`src/design/ssm_pkg.sv`:
```
// Constants, register map and bandwidth table of the spread spectrum modem core.
// Assumes a single 50 MHz system clock and byte-wide serial register access.
package ssm_pkg;

    // ========================================================================
    // Register addresses (7-bit serial address space)
    localparam logic [6:0] SSM_ADDR_FIFO = 7'h00;
    localparam logic [6:0] SSM_ADDR_OP_MODE = 7'h01;
    localparam logic [6:0] SSM_ADDR_STATUS = 7'h18;
    localparam logic [6:0] SSM_ADDR_CFG_ONE = 7'h1D;
    localparam logic [6:0] SSM_ADDR_CFG_TWO = 7'h1E;
    localparam logic [6:0] SSM_ADDR_PAY_LEN = 7'h22;
    localparam logic [6:0] SSM_ADDR_DET_OPT = 7'h31;
    localparam logic [6:0] SSM_ADDR_DET_THR = 7'h37;

    // ========================================================================
    // Field positions
    localparam int SSM_OPM_SPREAD_BIT = 7;
    localparam int SSM_OPM_MODE_LSB = 0;
    localparam int SSM_CFG1_BW_LSB = 4;
    localparam int SSM_CFG1_CR_LSB = 1;
    localparam int SSM_CFG1_HDRLESS_BIT = 0;
    localparam int SSM_CFG2_SF_LSB = 4;
    localparam int SSM_CFG2_SLOW_BIT = 3;
    localparam int SSM_CFG2_CRC_BIT = 2;

    // ========================================================================
    // Reset values
    localparam logic [7:0] SSM_OPM_RST = 8'h00;
    localparam logic [7:0] SSM_CFG1_RST = 8'h72;
    localparam logic [7:0] SSM_CFG2_RST = 8'h70;
    localparam logic [7:0] SSM_PAY_LEN_RST = 8'h01;
    localparam logic [7:0] SSM_DET_OPT_RST = 8'h03;
    localparam logic [7:0] SSM_DET_THR_RST = 8'h0A;

    // ========================================================================
    // Operating modes held in the op mode register
    localparam logic [2:0] SSM_MODE_SLEEP = 3'h0;
    localparam logic [2:0] SSM_MODE_STBY = 3'h1;
    localparam logic [2:0] SSM_MODE_TX = 3'h3;
    localparam logic [2:0] SSM_MODE_RX = 3'h5;

    // ========================================================================
    // Spreading factor, coding rate and bandwidth limits
    localparam logic [3:0] SSM_SF_MIN = 4'h6;
    localparam logic [3:0] SSM_SF_MAX = 4'hC;
    localparam logic [2:0] SSM_SF6_OPT_PATTERN = 3'h5;
    localparam logic [7:0] SSM_SF6_THR_VALUE = 8'h0C;
    localparam logic [2:0] SSM_CR_HEADER = 3'h4;
    localparam logic [3:0] SSM_BW_CODE_MAX = 4'h9;

    // ========================================================================
    // Timing
    localparam int SSM_CLK_HZ = 50_000_000;
    localparam int SSM_CLK_PERIOD_NS = 20;
    localparam logic [15:0] SSM_PREAMBLE_SYMS = 16'h000C;
    localparam logic [23:0] SSM_SLOW_SYM_MS = 24'h000010;
    localparam logic [23:0] SSM_MS_PER_S = 24'h0003E8;

    // Double sideband bandwidth in Hz for each bandwidth code
    function automatic logic [18:0] ssm_bw_hz(input logic [3:0] code);
        logic [18:0] hz;
        unique case (code)
            4'h0: hz = 19'h01E78;
            4'h1: hz = 19'h028A0;
            4'h2: hz = 19'h03CF0;
            4'h3: hz = 19'h05140;
            4'h4: hz = 19'h079E0;
            4'h5: hz = 19'h0A2E4;
            4'h6: hz = 19'h0F424;
            4'h7: hz = 19'h1E848;
            4'h8: hz = 19'h3D090;
            4'h9: hz = 19'h7A120;
            default: hz = 19'h00000;
        endcase
        return hz;
    endfunction : ssm_bw_hz

endpackage : ssm_pkg

```
`src/design/ssm_symbol_timer.sv`:
```
// Chip and symbol tick generator of the spread spectrum modem.
// Assumes sf and bw_hz stay stable while run is high.
`timescale 1ns/1ps
`default_nettype none
module ssm_symbol_timer
    import ssm_pkg::*;
#(
    parameter int CLK_HZ = SSM_CLK_HZ
)
(
    // Clock and reset
    input wire logic clk,
    input wire logic nrst,
    // Settings
    input wire logic run,
    input wire logic [3:0] sf,
    input wire logic [18:0] bw_hz,
    // Ticks
    output logic chip_tick,
    output logic sym_tick
);
    localparam logic [26:0] CLK_HZ_W = 27'(CLK_HZ);

    logic [26:0] acc_q;
    logic [11:0] chip_cnt_q;
    logic [26:0] acc_sum;
    logic chip_wrap;
    logic [11:0] chip_last;
    logic sym_end;

    assign acc_sum = acc_q + {8'h00, bw_hz};
    assign chip_wrap = acc_sum >= CLK_HZ_W;
    // symbol is two to sf chips
    assign chip_last = 12'((13'h0001 << sf) - 13'h0001);
    assign sym_end = chip_wrap && (chip_cnt_q == chip_last);

    always_ff @(posedge clk or negedge nrst)
    begin
        if (!nrst)
        begin
            acc_q <= 27'h0000000;
            chip_cnt_q <= 12'h000;
            chip_tick <= 1'b0;
            sym_tick <= 1'b0;
        end
        else if (!run)
        begin
            acc_q <= 27'h0000000;
            chip_cnt_q <= 12'h000;
            chip_tick <= 1'b0;
            sym_tick <= 1'b0;
        end
        else
        begin
            acc_q <= chip_wrap ? acc_sum - CLK_HZ_W : acc_sum;
            chip_tick <= chip_wrap;
            sym_tick <= sym_end;
            if (chip_wrap)
                chip_cnt_q <= sym_end ? 12'h000 : chip_cnt_q + 12'h001;
        end
    end
endmodule : ssm_symbol_timer
`default_nettype wire

```
`src/design/ssm_modem.sv`:
```
// Spread spectrum modem core: serial register file, data buffer, packet framer.
// Assumes SPI mode 0 pins from outside and same-clock receive demodulator inputs.
`timescale 1ns/1ps
`default_nettype none
module ssm_modem
    import ssm_pkg::*;
#(
    parameter int FIFO_DEPTH = 256,
    parameter int CLK_HZ = SSM_CLK_HZ
)
(
    // Clock and reset
    input wire logic CLK,
    input wire logic NRST,
    // Serial register port
    input wire logic SCK,
    input wire logic NSS_N,
    input wire logic MOSI,
    output logic MISO,
    output logic MISO_OE,
    // Transmit stream to modulator
    output logic TX_BYTE_VALID,
    output logic [7:0] TX_BYTE,
    output logic [2:0] TX_RATE,
    output logic [1:0] TX_FIELD,
    output logic TX_LOWRATE,
    output logic CHIP_TICK,
    output logic SYMBOL_TICK,
    // Receive side from demodulator
    input wire logic RX_HDR_VALID,
    input wire logic RX_HDR_CHECK_OK,
    input wire logic [2:0] RX_HDR_RATE,
    input wire logic RX_BYTE_VALID,
    input wire logic [7:0] RX_BYTE,
    output logic [2:0] RX_RATE,
    // Demodulator tuning and mode
    output logic [2:0] DETECT_OPT,
    output logic [7:0] DETECT_THRESH,
    output logic SPREAD_MODE
);
    localparam int PW = $clog2(FIFO_DEPTH);

    typedef enum logic [2:0] {FR_IDLE, FR_PREAMBLE, FR_HEADER, FR_PAYLOAD, FR_CHECK} ssm_fr_t;

    // ========================================================================
    // Pin synchronisers and serial edges
    logic [1:0] sck_s_q, nss_s_q, mosi_s_q;
    logic sck_prev_q;
    always_ff @(posedge CLK or negedge NRST)
    begin
        if (!NRST)
        begin
            sck_s_q <= 2'h0;
            nss_s_q <= 2'h3;
            mosi_s_q <= 2'h0;
            sck_prev_q <= 1'b0;
        end
        else
        begin
            sck_s_q <= {sck_s_q[0], SCK};
            nss_s_q <= {nss_s_q[0], NSS_N};
            mosi_s_q <= {mosi_s_q[0], MOSI};
            sck_prev_q <= sck_s_q[1];
        end
    end
    wire active = ~nss_s_q[1];
    wire sck_rise = active & sck_s_q[1] & ~sck_prev_q;
    wire sck_fall = active & ~sck_s_q[1] & sck_prev_q;

    // ========================================================================
    // Serial byte engine
    logic [2:0] bit_cnt_q;
    logic [7:0] shift_in_q, shift_out_q;
    logic first_q, wr_q;
    logic [6:0] addr_q;
    wire byte_done = sck_rise & (bit_cnt_q == 3'h7);
    wire [7:0] rx_byte = {shift_in_q[6:0], mosi_s_q[1]};
    wire [6:0] addr_inc = (addr_q == SSM_ADDR_FIFO) ? addr_q : addr_q + 7'h01;
    wire [6:0] rd_addr = first_q ? rx_byte[6:0] : addr_inc;
    wire rd_load = byte_done & (first_q ? ~rx_byte[7] : ~wr_q);
    wire wr_stb = byte_done & ~first_q & wr_q;

    // ========================================================================
    // Register file
    logic [7:0] op_mode_q, cfg_one_q, cfg_two_q, pay_len_q, det_opt_q, det_thr_q;
    logic spread_q;
    assign spread_q = op_mode_q[SSM_OPM_SPREAD_BIT];
    wire [2:0] mode = op_mode_q[SSM_OPM_MODE_LSB +: 3];
    wire [3:0] bw_code = cfg_one_q[SSM_CFG1_BW_LSB +: 4];
    wire [2:0] code_rate = cfg_one_q[SSM_CFG1_CR_LSB +: 3];
    wire [3:0] sf = cfg_two_q[SSM_CFG2_SF_LSB +: 4];
    wire crc_on = cfg_two_q[SSM_CFG2_CRC_BIT];
    // spread map visible only in spread mode
    wire wr_opm = wr_stb & (addr_q == SSM_ADDR_OP_MODE);
    wire wr_map = wr_stb & spread_q;
    wire wr_fifo = wr_map & (addr_q == SSM_ADDR_FIFO);
    wire rd_fifo = rd_load & spread_q & (rd_addr == SSM_ADDR_FIFO);
    wire sf_ok = (sf >= SSM_SF_MIN) && (sf <= SSM_SF_MAX);
    wire bw_ok = bw_code <= SSM_BW_CODE_MAX;
    wire sf6 = sf == SSM_SF_MIN;
    wire headerless = cfg_one_q[SSM_CFG1_HDRLESS_BIT] | sf6;
    wire sf6_bad = sf6 & ((det_opt_q[2:0] != SSM_SF6_OPT_PATTERN)
        | (det_thr_q != SSM_SF6_THR_VALUE));
    // symbol longer than limit needs slow rate bit
    wire [23:0] sym_scaled = 24'((24'h000001 << sf) * SSM_MS_PER_S);
    wire [23:0] bw_scaled = 24'({5'h00, ssm_bw_hz(bw_code)} * SSM_SLOW_SYM_MS);
    wire slow_needed = sym_scaled > bw_scaled;
    wire [18:0] bw_hz = ssm_bw_hz(bw_code);

    // ========================================================================
    // Packet framer state
    ssm_fr_t state_q;
    logic [15:0] cnt_q;
    logic [15:0] sum_q;
    logic [PW-1:0] host_ptr_q, modem_ptr_q;
    logic [7:0] fifo_mem [FIFO_DEPTH];
    logic sym_tick, chip_tick;
    wire busy = state_q != FR_IDLE;
    wire start = ~busy & spread_q & (mode == SSM_MODE_TX) & sf_ok & bw_ok;
    wire rx_wr = spread_q & (mode == SSM_MODE_RX) & RX_BYTE_VALID;
    wire [7:0] fifo_out = fifo_mem[modem_ptr_q];
    wire [7:0] hdr_flags = {4'h0, code_rate, crc_on};
    wire [7:0] hdr_check = pay_len_q ^ hdr_flags;
    wire last_pre = cnt_q == SSM_PREAMBLE_SYMS - 16'h0001;
    wire last_pay = cnt_q[7:0] == pay_len_q - 8'h01;
    wire tx_done = sym_tick & (((state_q == FR_PAYLOAD) & last_pay & ~crc_on)
        | ((state_q == FR_CHECK) & (cnt_q[0])));
    wire [7:0] status = {4'h0, sf6_bad, slow_needed, ~sf_ok, busy};
    wire [7:0] rd_data =
        (rd_addr == SSM_ADDR_OP_MODE) ? op_mode_q :
        !spread_q ? 8'h00 :
        (rd_addr == SSM_ADDR_FIFO) ? fifo_mem[host_ptr_q] :
        (rd_addr == SSM_ADDR_STATUS) ? status :
        (rd_addr == SSM_ADDR_CFG_ONE) ? cfg_one_q :
        (rd_addr == SSM_ADDR_CFG_TWO) ? cfg_two_q :
        (rd_addr == SSM_ADDR_PAY_LEN) ? pay_len_q :
        (rd_addr == SSM_ADDR_DET_OPT) ? det_opt_q :
        (rd_addr == SSM_ADDR_DET_THR) ? det_thr_q : 8'h00;

    always_ff @(posedge CLK or negedge NRST)
    begin
        if (!NRST)
        begin
            bit_cnt_q <= 3'h0;
            shift_in_q <= 8'h00;
            shift_out_q <= 8'h00;
            first_q <= 1'b1;
            wr_q <= 1'b0;
            addr_q <= 7'h00;
            MISO <= 1'b0;
            MISO_OE <= 1'b0;
        end
        else
        begin
            MISO_OE <= active;
            if (!active)
            begin
                bit_cnt_q <= 3'h0;
                first_q <= 1'b1;
            end
            else if (sck_rise)
            begin
                shift_in_q <= rx_byte;
                bit_cnt_q <= bit_cnt_q + 3'h1;
            end
            if (byte_done)
            begin
                first_q <= 1'b0;
                addr_q <= rd_addr;
                if (first_q)
                    wr_q <= rx_byte[7];
            end
            if (rd_load)
                shift_out_q <= rd_data;
            else if (byte_done)
                shift_out_q <= 8'h00;
            else if (sck_fall)
            begin
                MISO <= shift_out_q[7];
                shift_out_q <= {shift_out_q[6:0], 1'b0};
            end
        end
    end

    // Register writes; mode returns to standby at packet end or refused start
    always_ff @(posedge CLK or negedge NRST)
    begin
        if (!NRST)
        begin
            op_mode_q <= SSM_OPM_RST;
            cfg_one_q <= SSM_CFG1_RST;
            cfg_two_q <= SSM_CFG2_RST;
            pay_len_q <= SSM_PAY_LEN_RST;
            det_opt_q <= SSM_DET_OPT_RST;
            det_thr_q <= SSM_DET_THR_RST;
        end
        else
        begin
            // map switch only taken in sleep
            if (wr_opm)
                op_mode_q <= {(mode == SSM_MODE_SLEEP) ? rx_byte[7] : spread_q, rx_byte[6:0]};
            else if (tx_done | (~busy & (mode == SSM_MODE_TX) & ~(spread_q & sf_ok & bw_ok)))
                op_mode_q[SSM_OPM_MODE_LSB +: 3] <= SSM_MODE_STBY;
            if (wr_map & (addr_q == SSM_ADDR_CFG_ONE))
                cfg_one_q <= rx_byte;
            if (wr_map & (addr_q == SSM_ADDR_CFG_TWO))
                cfg_two_q <= rx_byte;
            if (wr_map & (addr_q == SSM_ADDR_PAY_LEN))
                pay_len_q <= rx_byte;
            if (wr_map & (addr_q == SSM_ADDR_DET_OPT))
                det_opt_q <= rx_byte;
            if (wr_map & (addr_q == SSM_ADDR_DET_THR))
                det_thr_q <= rx_byte;
        end
    end

    // dual port buffer: host port and modem port
    always_ff @(posedge CLK)
    begin
        if (wr_fifo)
            fifo_mem[host_ptr_q] <= rx_byte;
        if (rx_wr)
            fifo_mem[modem_ptr_q] <= RX_BYTE;
    end

    // ========================================================================
    // Framer: preamble, optional header, payload, optional check
    always_ff @(posedge CLK or negedge NRST)
    begin
        if (!NRST)
        begin
            state_q <= FR_IDLE;
            cnt_q <= 16'h0000;
            sum_q <= 16'h0000;
            host_ptr_q <= '0;
            modem_ptr_q <= '0;
            TX_BYTE_VALID <= 1'b0;
            TX_BYTE <= 8'h00;
            TX_RATE <= 3'h0;
            TX_FIELD <= 2'h0;
        end
        else
        begin
            TX_BYTE_VALID <= 1'b0;
            if (wr_opm)
                host_ptr_q <= '0;
            else if (wr_fifo | rd_fifo)
                host_ptr_q <= host_ptr_q + PW'(1);
            if (rx_wr)
                modem_ptr_q <= modem_ptr_q + PW'(1);
            if (wr_opm & (rx_byte[2:0] == SSM_MODE_RX))
                modem_ptr_q <= '0;
            unique case (state_q)
                FR_IDLE:
                    if (start)
                    begin
                        state_q <= FR_PREAMBLE;
                        cnt_q <= 16'h0000;
                        sum_q <= 16'h0000;
                        modem_ptr_q <= '0;
                    end
                FR_PREAMBLE:
                    if (sym_tick)
                    begin
                        TX_BYTE_VALID <= 1'b1;
                        TX_BYTE <= 8'h00;
                        TX_FIELD <= 2'h0;
                        TX_RATE <= code_rate;
                        cnt_q <= last_pre ? 16'h0000 : cnt_q + 16'h0001;
                        if (last_pre)
                            state_q <= headerless ? FR_PAYLOAD : FR_HEADER;
                    end
                // header: length, rate, crc flag, check at 4/8
                FR_HEADER:
                    if (sym_tick)
                    begin
                        TX_BYTE_VALID <= 1'b1;
                        TX_FIELD <= 2'h1;
                        TX_RATE <= SSM_CR_HEADER;
                        TX_BYTE <= (cnt_q[1:0] == 2'h0) ? pay_len_q :
                            (cnt_q[1:0] == 2'h1) ? hdr_flags : hdr_check;
                        cnt_q <= (cnt_q[1:0] == 2'h2) ? 16'h0000 : cnt_q + 16'h0001;
                        if (cnt_q[1:0] == 2'h2)
                            state_q <= FR_PAYLOAD;
                    end
                FR_PAYLOAD:
                    if (sym_tick)
                    begin
                        TX_BYTE_VALID <= 1'b1;
                        TX_FIELD <= 2'h2;
                        TX_RATE <= code_rate;
                        TX_BYTE <= fifo_out;
                        sum_q <= sum_q + {8'h00, fifo_out};
                        modem_ptr_q <= modem_ptr_q + PW'(1);
                        cnt_q <= last_pay ? 16'h0000 : cnt_q + 16'h0001;
                        if (last_pay)
                            state_q <= crc_on ? FR_CHECK : FR_IDLE;
                    end
                FR_CHECK:
                    if (sym_tick)
                    begin
                        TX_BYTE_VALID <= 1'b1;
                        TX_FIELD <= 2'h3;
                        TX_RATE <= code_rate;
                        TX_BYTE <= cnt_q[0] ? sum_q[7:0] : sum_q[15:8];
                        cnt_q <= cnt_q + 16'h0001;
                        if (cnt_q[0])
                            state_q <= FR_IDLE;
                    end
            endcase
        end
    end

    // ========================================================================
    // Registered side outputs
    logic [2:0] hdr_rate_q;
    always_ff @(posedge CLK or negedge NRST)
    begin
        if (!NRST)
        begin
            hdr_rate_q <= 3'h0;
            RX_RATE <= 3'h0;
            TX_LOWRATE <= 1'b0;
            DETECT_OPT <= 3'h0;
            DETECT_THRESH <= 8'h00;
            SPREAD_MODE <= 1'b0;
        end
        else
        begin
            // rate from a checked header only
            if (RX_HDR_VALID & RX_HDR_CHECK_OK)
                hdr_rate_q <= RX_HDR_RATE;
            RX_RATE <= headerless ? code_rate : hdr_rate_q;
            TX_LOWRATE <= cfg_two_q[SSM_CFG2_SLOW_BIT];
            DETECT_OPT <= det_opt_q[2:0];
            DETECT_THRESH <= det_thr_q;
            SPREAD_MODE <= spread_q;
        end
    end

    ssm_symbol_timer #(.CLK_HZ(CLK_HZ)) u_timer (
        .clk(CLK),
        .nrst(NRST),
        .run(busy),
        .sf(sf),
        .bw_hz(bw_hz),
        .chip_tick(chip_tick),
        .sym_tick(sym_tick)
    );
    assign CHIP_TICK = chip_tick;
    assign SYMBOL_TICK = sym_tick;
endmodule : ssm_modem
`default_nettype wire

```
`config.mk`:
```
export PLATFORM = sky130hd
export DESIGN_NAME = ssm_modem
export DESIGN_NICKNAME = d
export VERILOG_FILES = /design/src/design/ssm_pkg.sv /design/src/design/ssm_symbol_timer.sv /design/src/design/ssm_modem.sv
export SDC_FILE = /design/constraint.sdc
export NUM_CORES = 2
export LEC_CHECK = 0
export BUFFER_PORTS_ARGS = -buffer_cell sky130_fd_sc_hd__buf_4
export CORE_MARGIN = 1.5
export CORE_UTILIZATION = 45
export DETAILED_ROUTE_END_ITERATION = 12
export GPL_TIMING_DRIVEN = 0
export REMOVE_ABC_BUFFERS = 1
export SLEW_MARGIN = 20
export SYNTH_ARGS = -nofsm -noshare
export SYNTH_HDL_FRONTEND = slang
export SYNTH_SLANG_ARGS = --single-unit
```
`constraint.sdc`:
```
create_clock -name CLK -period 7.1 [get_ports CLK]
set_input_delay 1.42 -clock CLK [delete_from_list [all_inputs] [get_ports CLK]]
set_output_delay 1.42 -clock CLK [all_outputs]
set_load 0.02 [all_outputs]
```
# Yosys cells after proc, flatten, opt, wreduce, memory -nomap -nowiden
# Memories as Yosys holds them, arrays and structs flattened.
# Index checks and enable logic that the tools add are counted.
[word_totals] ff_bits=209 latch_bits=0 mem_bits_rw=2048 romBits=544 input_bits=19 out_inout_bits=34 elab_cells=262 mem_count=3
[memory_table] name="fifo_mem" words=256 word_bits=8 rd=2 rd_clocked_by_memory_dff=0 write_ports=2 line="ssm_modem.sv:116" source="logic [7:0] fifo_mem [FIFO_DEPTH];"
[memory_table] name="(name not given)" words=16 word_bits=17 rd=1 rd_clocked_by_memory_dff=0 write_ports=0 line="ssm_pkg.sv:63" source="unique case (code)"
[memory_table] name="(name not given)" words=16 word_bits=17 rd=1 rd_clocked_by_memory_dff=0 write_ports=0 line="ssm_pkg.sv:63"
[op_classes] n_addsub=11 multipliers=1 n_div=0 magnitude_cmp=5 eq_ne=40 shifts=2 n_mux=81 bitwise=53 reduce_logical=27
[op_table] op="$mux W8" count=25
[op_table] op="$mux W16" count=9
[op_table] op="$pmux W16 S5" count=1
[op_table] op="$mux W27" count=2
[op_table] op="$mux W3" count=17
[op_table] op="$eq A7 B6 Y1 const B" count=6
[op_table] op="$mux W12" count=3
[op_table] op="$and A1 B1 Y1" count=35
[op_table] op="$eq A7 B5 Y1 const B" count=5
[op_table] op="$pmux W16 S2" count=1
[op_table] op="$pmux W8 S4" count=1
[op_table] op="$add A27 B19 Y27" count=1
[op_table] op="$ge A27 B26 Y1 const B" count=1
[op_table] op="$sub A27 B26 Y27 const B" count=1
[op_table] op="$gt A24 B23 Y1" count=1
[op_table] op="$mul A24 B7 Y21 const B" count=1
[op_table] op="$shl A1 B4 Y24 const A" count=1
[op_table] op="$add A16 B1 Y16 const B" count=1
[op_table] op="$add A16 B8 Y16" count=1
[op_table] op="$add A8 B1 Y8 const B" count=2
[op_table] op="$eq A16 B4 Y1 const B" count=1
[op_table] op="$pmux W8 S2" count=1
[op_table] op="$pmux W3 S5" count=1
[op_table] op="$eq A7 B1 Y1 const B" count=2
[op_table] op="41 further kinds" count=100

# Logic depth before layout (Yosys ltp)
[logic_depth] ltp_word=14 depth_mapped=31 mapped_depth_nobuf=30

# Cells and area by module
# Synthesis repeated with hierarchy kept, for this count alone.
[unflattened] cells_unflattened=9229 area_unflattened_um2=137712.1
[by_module_without_submodules] module="ssm_modem" instances=1 cells_each=8763 area_each_um2=133974.7 seq_area_each_um2=65721.8
[by_module_without_submodules] module="ssm_symbol_timer" instances=1 cells_each=466 area_each_um2=3737.3 seq_area_each_um2=1026.0

# Worst setup path after synthesis
# OpenSTA, ideal clock, no wires.
[synth_path] path_kind="flip-flop to flip-flop" from="reg cfg_two_q[4]" to="reg shift_out_q[2]" setup_time_ns=0.130 arrival_ns=6.175 t_required_ns=6.970 slack_ns=0.795 path_stages_with_launch=30 path_buffers=1 period_less_slack_ns=6.305 path_cell_list="dfstp_2 -> clkbuf_1 -> nor2b_1 -> nand2_1 -> inv_1 -> fa_1 -> inv_1 -> fa_1 -> fa_1 -> fa_1 -> inv_1 -> ha_1 -> inv_1 -> o21bai_1 -> a21oi_1 -> o21bai_1 -> a22o_1 -> o41a_1 -> a21o_1 -> a21oi_1 -> xnor2_1 -> ha_1 -> a2111oi_0 -> o21ai_0 -> nand2_1 -> nand2_1 -> a21oi_1 -> nand2_1 -> mux2i_1 -> o21ai_0"
[synth_between] elab_chain_cells=8
[synth_lines] element="start: declaration" line="ssm_modem.sv:85" source="logic [7:0] op_mode_q, cfg_one_q, cfg_two_q, pay_len_q, det_opt_q, det_thr_q;"
[synth_lines] element="start signal: assignment" line="ssm_modem.sv:207" source="cfg_two_q <= rx_byte;"
[synth_lines] element="$shl A1 B4 Y24" line="ssm_modem.sv:105" source="wire [23:0] sym_scaled = 24'((24'h000001 << sf) * SSM_MS_PER_S);"
[synth_lines] element="$mul A24 B7 Y21" line="ssm_modem.sv:105"
[synth_lines] element="$gt A24 B23 Y1" line="ssm_modem.sv:107" source="wire slow_needed = sym_scaled > bw_scaled;"
[synth_lines] element="$mux W8" line="ssm_modem.sv:133" source="(rd_addr == SSM_ADDR_STATUS) ? status :"
[synth_lines] element="$mux W8" line="ssm_modem.sv:132" source="(rd_addr == SSM_ADDR_FIFO) ? fifo_mem[host_ptr_q] :"
[synth_lines] element="$mux W8" line="ssm_modem.sv:131" source="!spread_q ? 8'h00 :"
[synth_lines] element="$mux W8" line="ssm_modem.sv:130" source="(rd_addr == SSM_ADDR_OP_MODE) ? op_mode_q :"
[synth_lines] element="$mux W8" line="ssm_modem.sv:173" source="if (rd_load)"
[synth_lines] element="end signal: assignment" line="ssm_modem.sv:174" source="shift_out_q <= rd_data;"
[synth_lines] element="end signal: assignment" line="ssm_modem.sv:180" source="shift_out_q <= {shift_out_q[6:0], 1'b0};"
[synth_lines] element="end: declaration" line="ssm_modem.sv:73" source="logic [7:0] shift_in_q, shift_out_q;"
# No other way between the ends.
# A chain may end at the register's enable or synchronous reset.

# Final worst setup path
[layout_path] from="reg modem_ptr_q[1]" to="reg sum_q[11]"
[layout_between] elab_chain_cells=4
[layout_lines] element="start: declaration" line="ssm_modem.sv:115" source="logic [PW-1:0] host_ptr_q, modem_ptr_q;"
[layout_lines] element="start signal: assignment" line="ssm_modem.sv:250" source="modem_ptr_q <= modem_ptr_q + PW'(1);"
[layout_lines] element="start signal: assignment" line="ssm_modem.sv:294" source="modem_ptr_q <= modem_ptr_q + PW'(1);"
[layout_lines] element="$mem_v2 Z256 W8"
[layout_lines] element="$add A16 B8 Y16" line="ssm_modem.sv:293" source="sum_q <= sum_q + {8'h00, fifo_out};"
[layout_lines] element="$mux W16" line="ssm_modem.sv:287" source="if (sym_tick)"
[layout_lines] element="$pmux W16 S2" line="ssm_modem.sv:253" source="unique case (state_q)"
[layout_lines] element="end signal: assignment" line="ssm_modem.sv:293"
[layout_lines] element="end: declaration" line="ssm_modem.sv:114" source="logic [15:0] sum_q;"
# No other way between the ends. The select of a mux whose other input is x is not followed.

==> results.yml <==
placed_design:
  gp_congestion: 0.918
  port_buffers: 52
  place_ws_ns: -1.50
  place.detailed.hpwl_mm: 328
  number_of_placed_instances_taps_included: 12300
synthesis:
  synth-edff-count: 2048
  postSynth.topFlopCell: "edfxtp_1"
  synthesis.area_per_instance_um2: 15.3
  yosys.area.top_type_share: 0.450
  synth_async_sr_flop_share: 0.0918
  yosysTopAreaCell: "edfxtp_1"
  yosysWarnings: 0
  mapped_cell_area_mm2: 0.137
  ys_seq_elements: 2255
  synthDistinctLibCells: 85
  sequential_share_of_the_synthesized_area: 0.488
  post_synth_main_area_contributors: "edfxtp_1 45%, mux4_2 21%, mux2_2 16%, dfrtp_1 3.5%, clkbuf_1 2.0%"
  synth_cells: 8966
detailed_routing:
  initialDrtViolationCount: 12200
  vias_post_dr: 89600
  drt-vias-per-instance: 6.97
  route.detailed.wl_per_inst_um: 38.5
  route.final.wire_length_mm: 495
  detailedRoute.firstPassIterationCount: 8
  antenna_left: 0
  remaining_drc_errors: 0
finish:
  layout.nets: 8817
  core_occupancy_in_the_finished_layout: 0.506
  multi_input_comb_area_mm2: 0.0662
  fraction_of_final_layout_cells_with_drive_strength_greater_than_1: 0.464
  layout.filler_cells: 24700
  finish.cell_count_without_fillers: 12900
  seq_area_mm2: 0.0668
  areaGrowthSynthToFinish_pct: 11.9
clock_tree:
  clock_tree.buffer_depth: 4
  clkSlewWorstSetupHoldPaths_ns: 0.06
  tritoncts: "yes"
  cts-root-buf: "clkbuf_16"
  clock-sinks: 2255
  worstSkewPairLatency_ns: 0.96
  cts_buffers: 267
  h-tree-depth: 5
timing:
  postLayoutSetupSlackWorst_ns: 0.117
  worst_margin_slew_ns: 1.23
  final-hold-violation-count: 0
  final.hold.worst_slack_ns: 0.354
  timing.final.max_slew_violations: 0
  clock-skew-final_ns: 0.0779
  achievable-frequency_ghz: 0.143
  slew_headroom: 0.179
  post-route-period-util: 0.983
  setup-violations-final: 0
  setup-tns-final_ns: 0
  final_period_minus_worst_setup_slack_ns: 6.98
die:
  ios: 53
  coreArea_mm2: 0.303
  floorplan.initialDensity: 0.452
  vertical_extent_of_the_die_um: 554
  die_width_um: 554
  die_outline_area_mm2: 0.307
  floorplan.rows: 202
global_routing:
  grt_overflow_total: 0
  number_of_global_route_vias_before_repair: 87900
  grt_antenna_before_repair: 33
  met2_usage: 0.478
  grt_start_max_net_pins: 109
  grt_first_pass_wirelength_mm: 690
  globalRoute.busiestLayer: "met2"
  grt_usage: 0.317
  grt.met1_usage: 0.405
  grt_util_met3: 0.0988
critical_path:
  crit_path_start_kind: "register"
  cp_max_fo: 31
  worst_ep_arrival_time_ns: 7.75
  setup.worst_path.end_class: "register"
  crit_type: "register to register"
  cp.required_ns: 7.87
status:
  run_status: "finished, final reports clean"
power:
  power.density_cell_area_mw_per_mm2: 232
  p_leak_nw: 49.6
  peakVddDrop_mv: 0.211
worst_hold_path:
  min-delay-path-class: "register to register"
flow_run:
  maxCapViolations: 0
-- cells in the final DEF (no fill, tap or decap), drive strengths merged, types with 69 or more instances in the layout --
master / count
nand3: 84
dfrtp: 192
nand2: 548
o21ai: 420
o22ai: 153
edfxtp: 2048
buf: 323
ha: 124
clkinv: 69
mux2: 1970
inv: 162
clkbuf: 367
a21oi: 112
mux4: 1291
nor2: 241
-- cells in the mapped netlist, drive strengths merged (7+ instances only) --
| cell | number |
|---|---|
| nor4 | 20 |
| nand2 | 548 |
| a22o | 8 |
| a222oi | 12 |
| edfxtp | 2048 |
| a31oi | 17 |
| a221oi | 7 |
| a21o | 26 |
| xor2 | 46 |
| o31ai | 8 |
| or3 | 19 |
| a21oi | 112 |
| nand3 | 84 |
| nor3 | 55 |
| and3 | 34 |
| a22oi | 29 |
| dfstp | 15 |
| o22ai | 153 |
| or2 | 10 |
| clkbuf | 734 |
| nand4 | 20 |
| mux4 | 1291 |
| mux2i | 42 |
| dfrtp | 192 |
| nand2b | 32 |
| and2 | 9 |
| o21ai | 420 |
| nor2b | 31 |
| o21bai | 13 |
| buf | 212 |
| mux2 | 1970 |
| o21a | 7 |
| ha | 124 |
| fa | 51 |
| nor2 | 241 |
| xnor2 | 52 |
| o211ai | 10 |
| inv | 148 |
-- final timing paths --
check                                         start                     endpoint  slack, ns  cells past startpoint
setup / recovery           modem_ptr_q[1]$_DFF_PN0_        sum_q[11]$_DFFE_PN0P_       0.12                     22
hold / removal                mosi_s_q[0]$_DFF_PN0_        mosi_s_q[1]$_DFF_PN0_       0.35                      0
setup reg to reg           modem_ptr_q[1]$_DFF_PN0_        sum_q[11]$_DFFE_PN0P_       0.12                     22
hold reg to reg               mosi_s_q[0]$_DFF_PN0_        mosi_s_q[1]$_DFF_PN0_       0.35                      0
max in group asynchronous                      NRST  u_timer.chip_tick$_DFF_PN0_       5.39                      3
min in group asynchronous                      NRST         cnt_q[4]$_DFFE_PN0P_       0.45                      1
-- where the power goes --
group | internal (mW) | switching, mW
registers | 15.6 | 0.204
clock network | 7.70 | 5.91
logic | 3.10 | 2.88
-- cells by family (layout without fill, tap and decap cells) --
logic type | count (synthesis) | in the layout | share of synthesized area
buf+inv | 1094 | 949 | 0.0325
mux | 3303 | 3303 | 0.378
other cells | 1 | 56 | 0.0000274
simple gates | 1142 | 1142 | 0.0372
flops | 2255 | 2255 | 0.488
xor+xnor | 98 | 98 | 0.00628
compound gates | 898 | 898 | 0.0394
fa+ha+maj | 175 | 175 | 0.0188
-- state kept, by name, indices dropped and copies added (netlist names), 7 cells and up --
name / flops
fifo_mem: 2048
modem_ptr_q: 8
cfg_two_q: 8
pay_len_q: 8
u_timer.chip_cnt_q: 12
det_thr_q: 8
shift_in_q: 7
det_opt_q: 8
cnt_q: 16
op_mode_q: 8
cfg_one_q: 8
TX_BYTE: 8
addr_q: 7
host_ptr_q: 8
sum_q: 16
u_timer.acc_q: 25
shift_out_q: 8
DETECT_THRESH: 8
-- layer usage --
metal | vias up | wire (um) | share of wire
li1 | 35600 | - | -
met1 | 47100 | 181000 | 0.37
met2 | 5679 | 223000 | 0.45
met3 | 1219 | 57200 | 0.12
met4 | 18 | 32800 | 0.066
met5 | - | 310 | 0.00063
-- worst max-delay path, stage by stage, from the launching register on --
cell and delay (ns):
dfrtp_4 0.43, buf_12 0.24, buf_16 0.20, buf_16 0.23
buf_16 0.25, buf_12 0.26, buf_16 0.24, mux4_2 0.36
mux4_2 0.59, a22oi_1 0.47, nand4_1 0.39, a221oi_1 0.83
nand2_1 0.37, ha_1 0.39, inv_1 0.09, o21bai_1 0.08
a21oi_1 0.24, o21bai_1 0.11, a21o_1 0.21, a21oi_1 0.39
nor3_1 0.12, xnor2_1 0.19, nor2_1 0.06
-- through the flow --
step | area (um2) | total power, mW
after floorplan | 133000 | 20.9
after global placement | 138000 | 24.5
after detailed placement | 144000 | 22.0
after CTS | 153000 | 35.5
after global routing | 153000 | 36.4
final | 153000 | 35.4
-- repair_timing --
action                                  in CTS  in global routing
endpoints found under the setup margin      16                  9
resized for setup                           13                 21
gates cloned                                 8                  2
buffers inserted                             9                 23
hold buffers                                 0                  0
pin swaps                                    2                  6
-- layout make-up --
cell class              count  share of cell area
diodes                     55            0.000899
multi-input cells        5617               0.432
clock inverters           103             0.00714
repair buffers            334              0.0398
inverters                 148             0.00374
flip-flops and latches   2255               0.436
clock buffers             364              0.0474
well taps                3978              0.0325
Power figures use the tool's default switching activity.
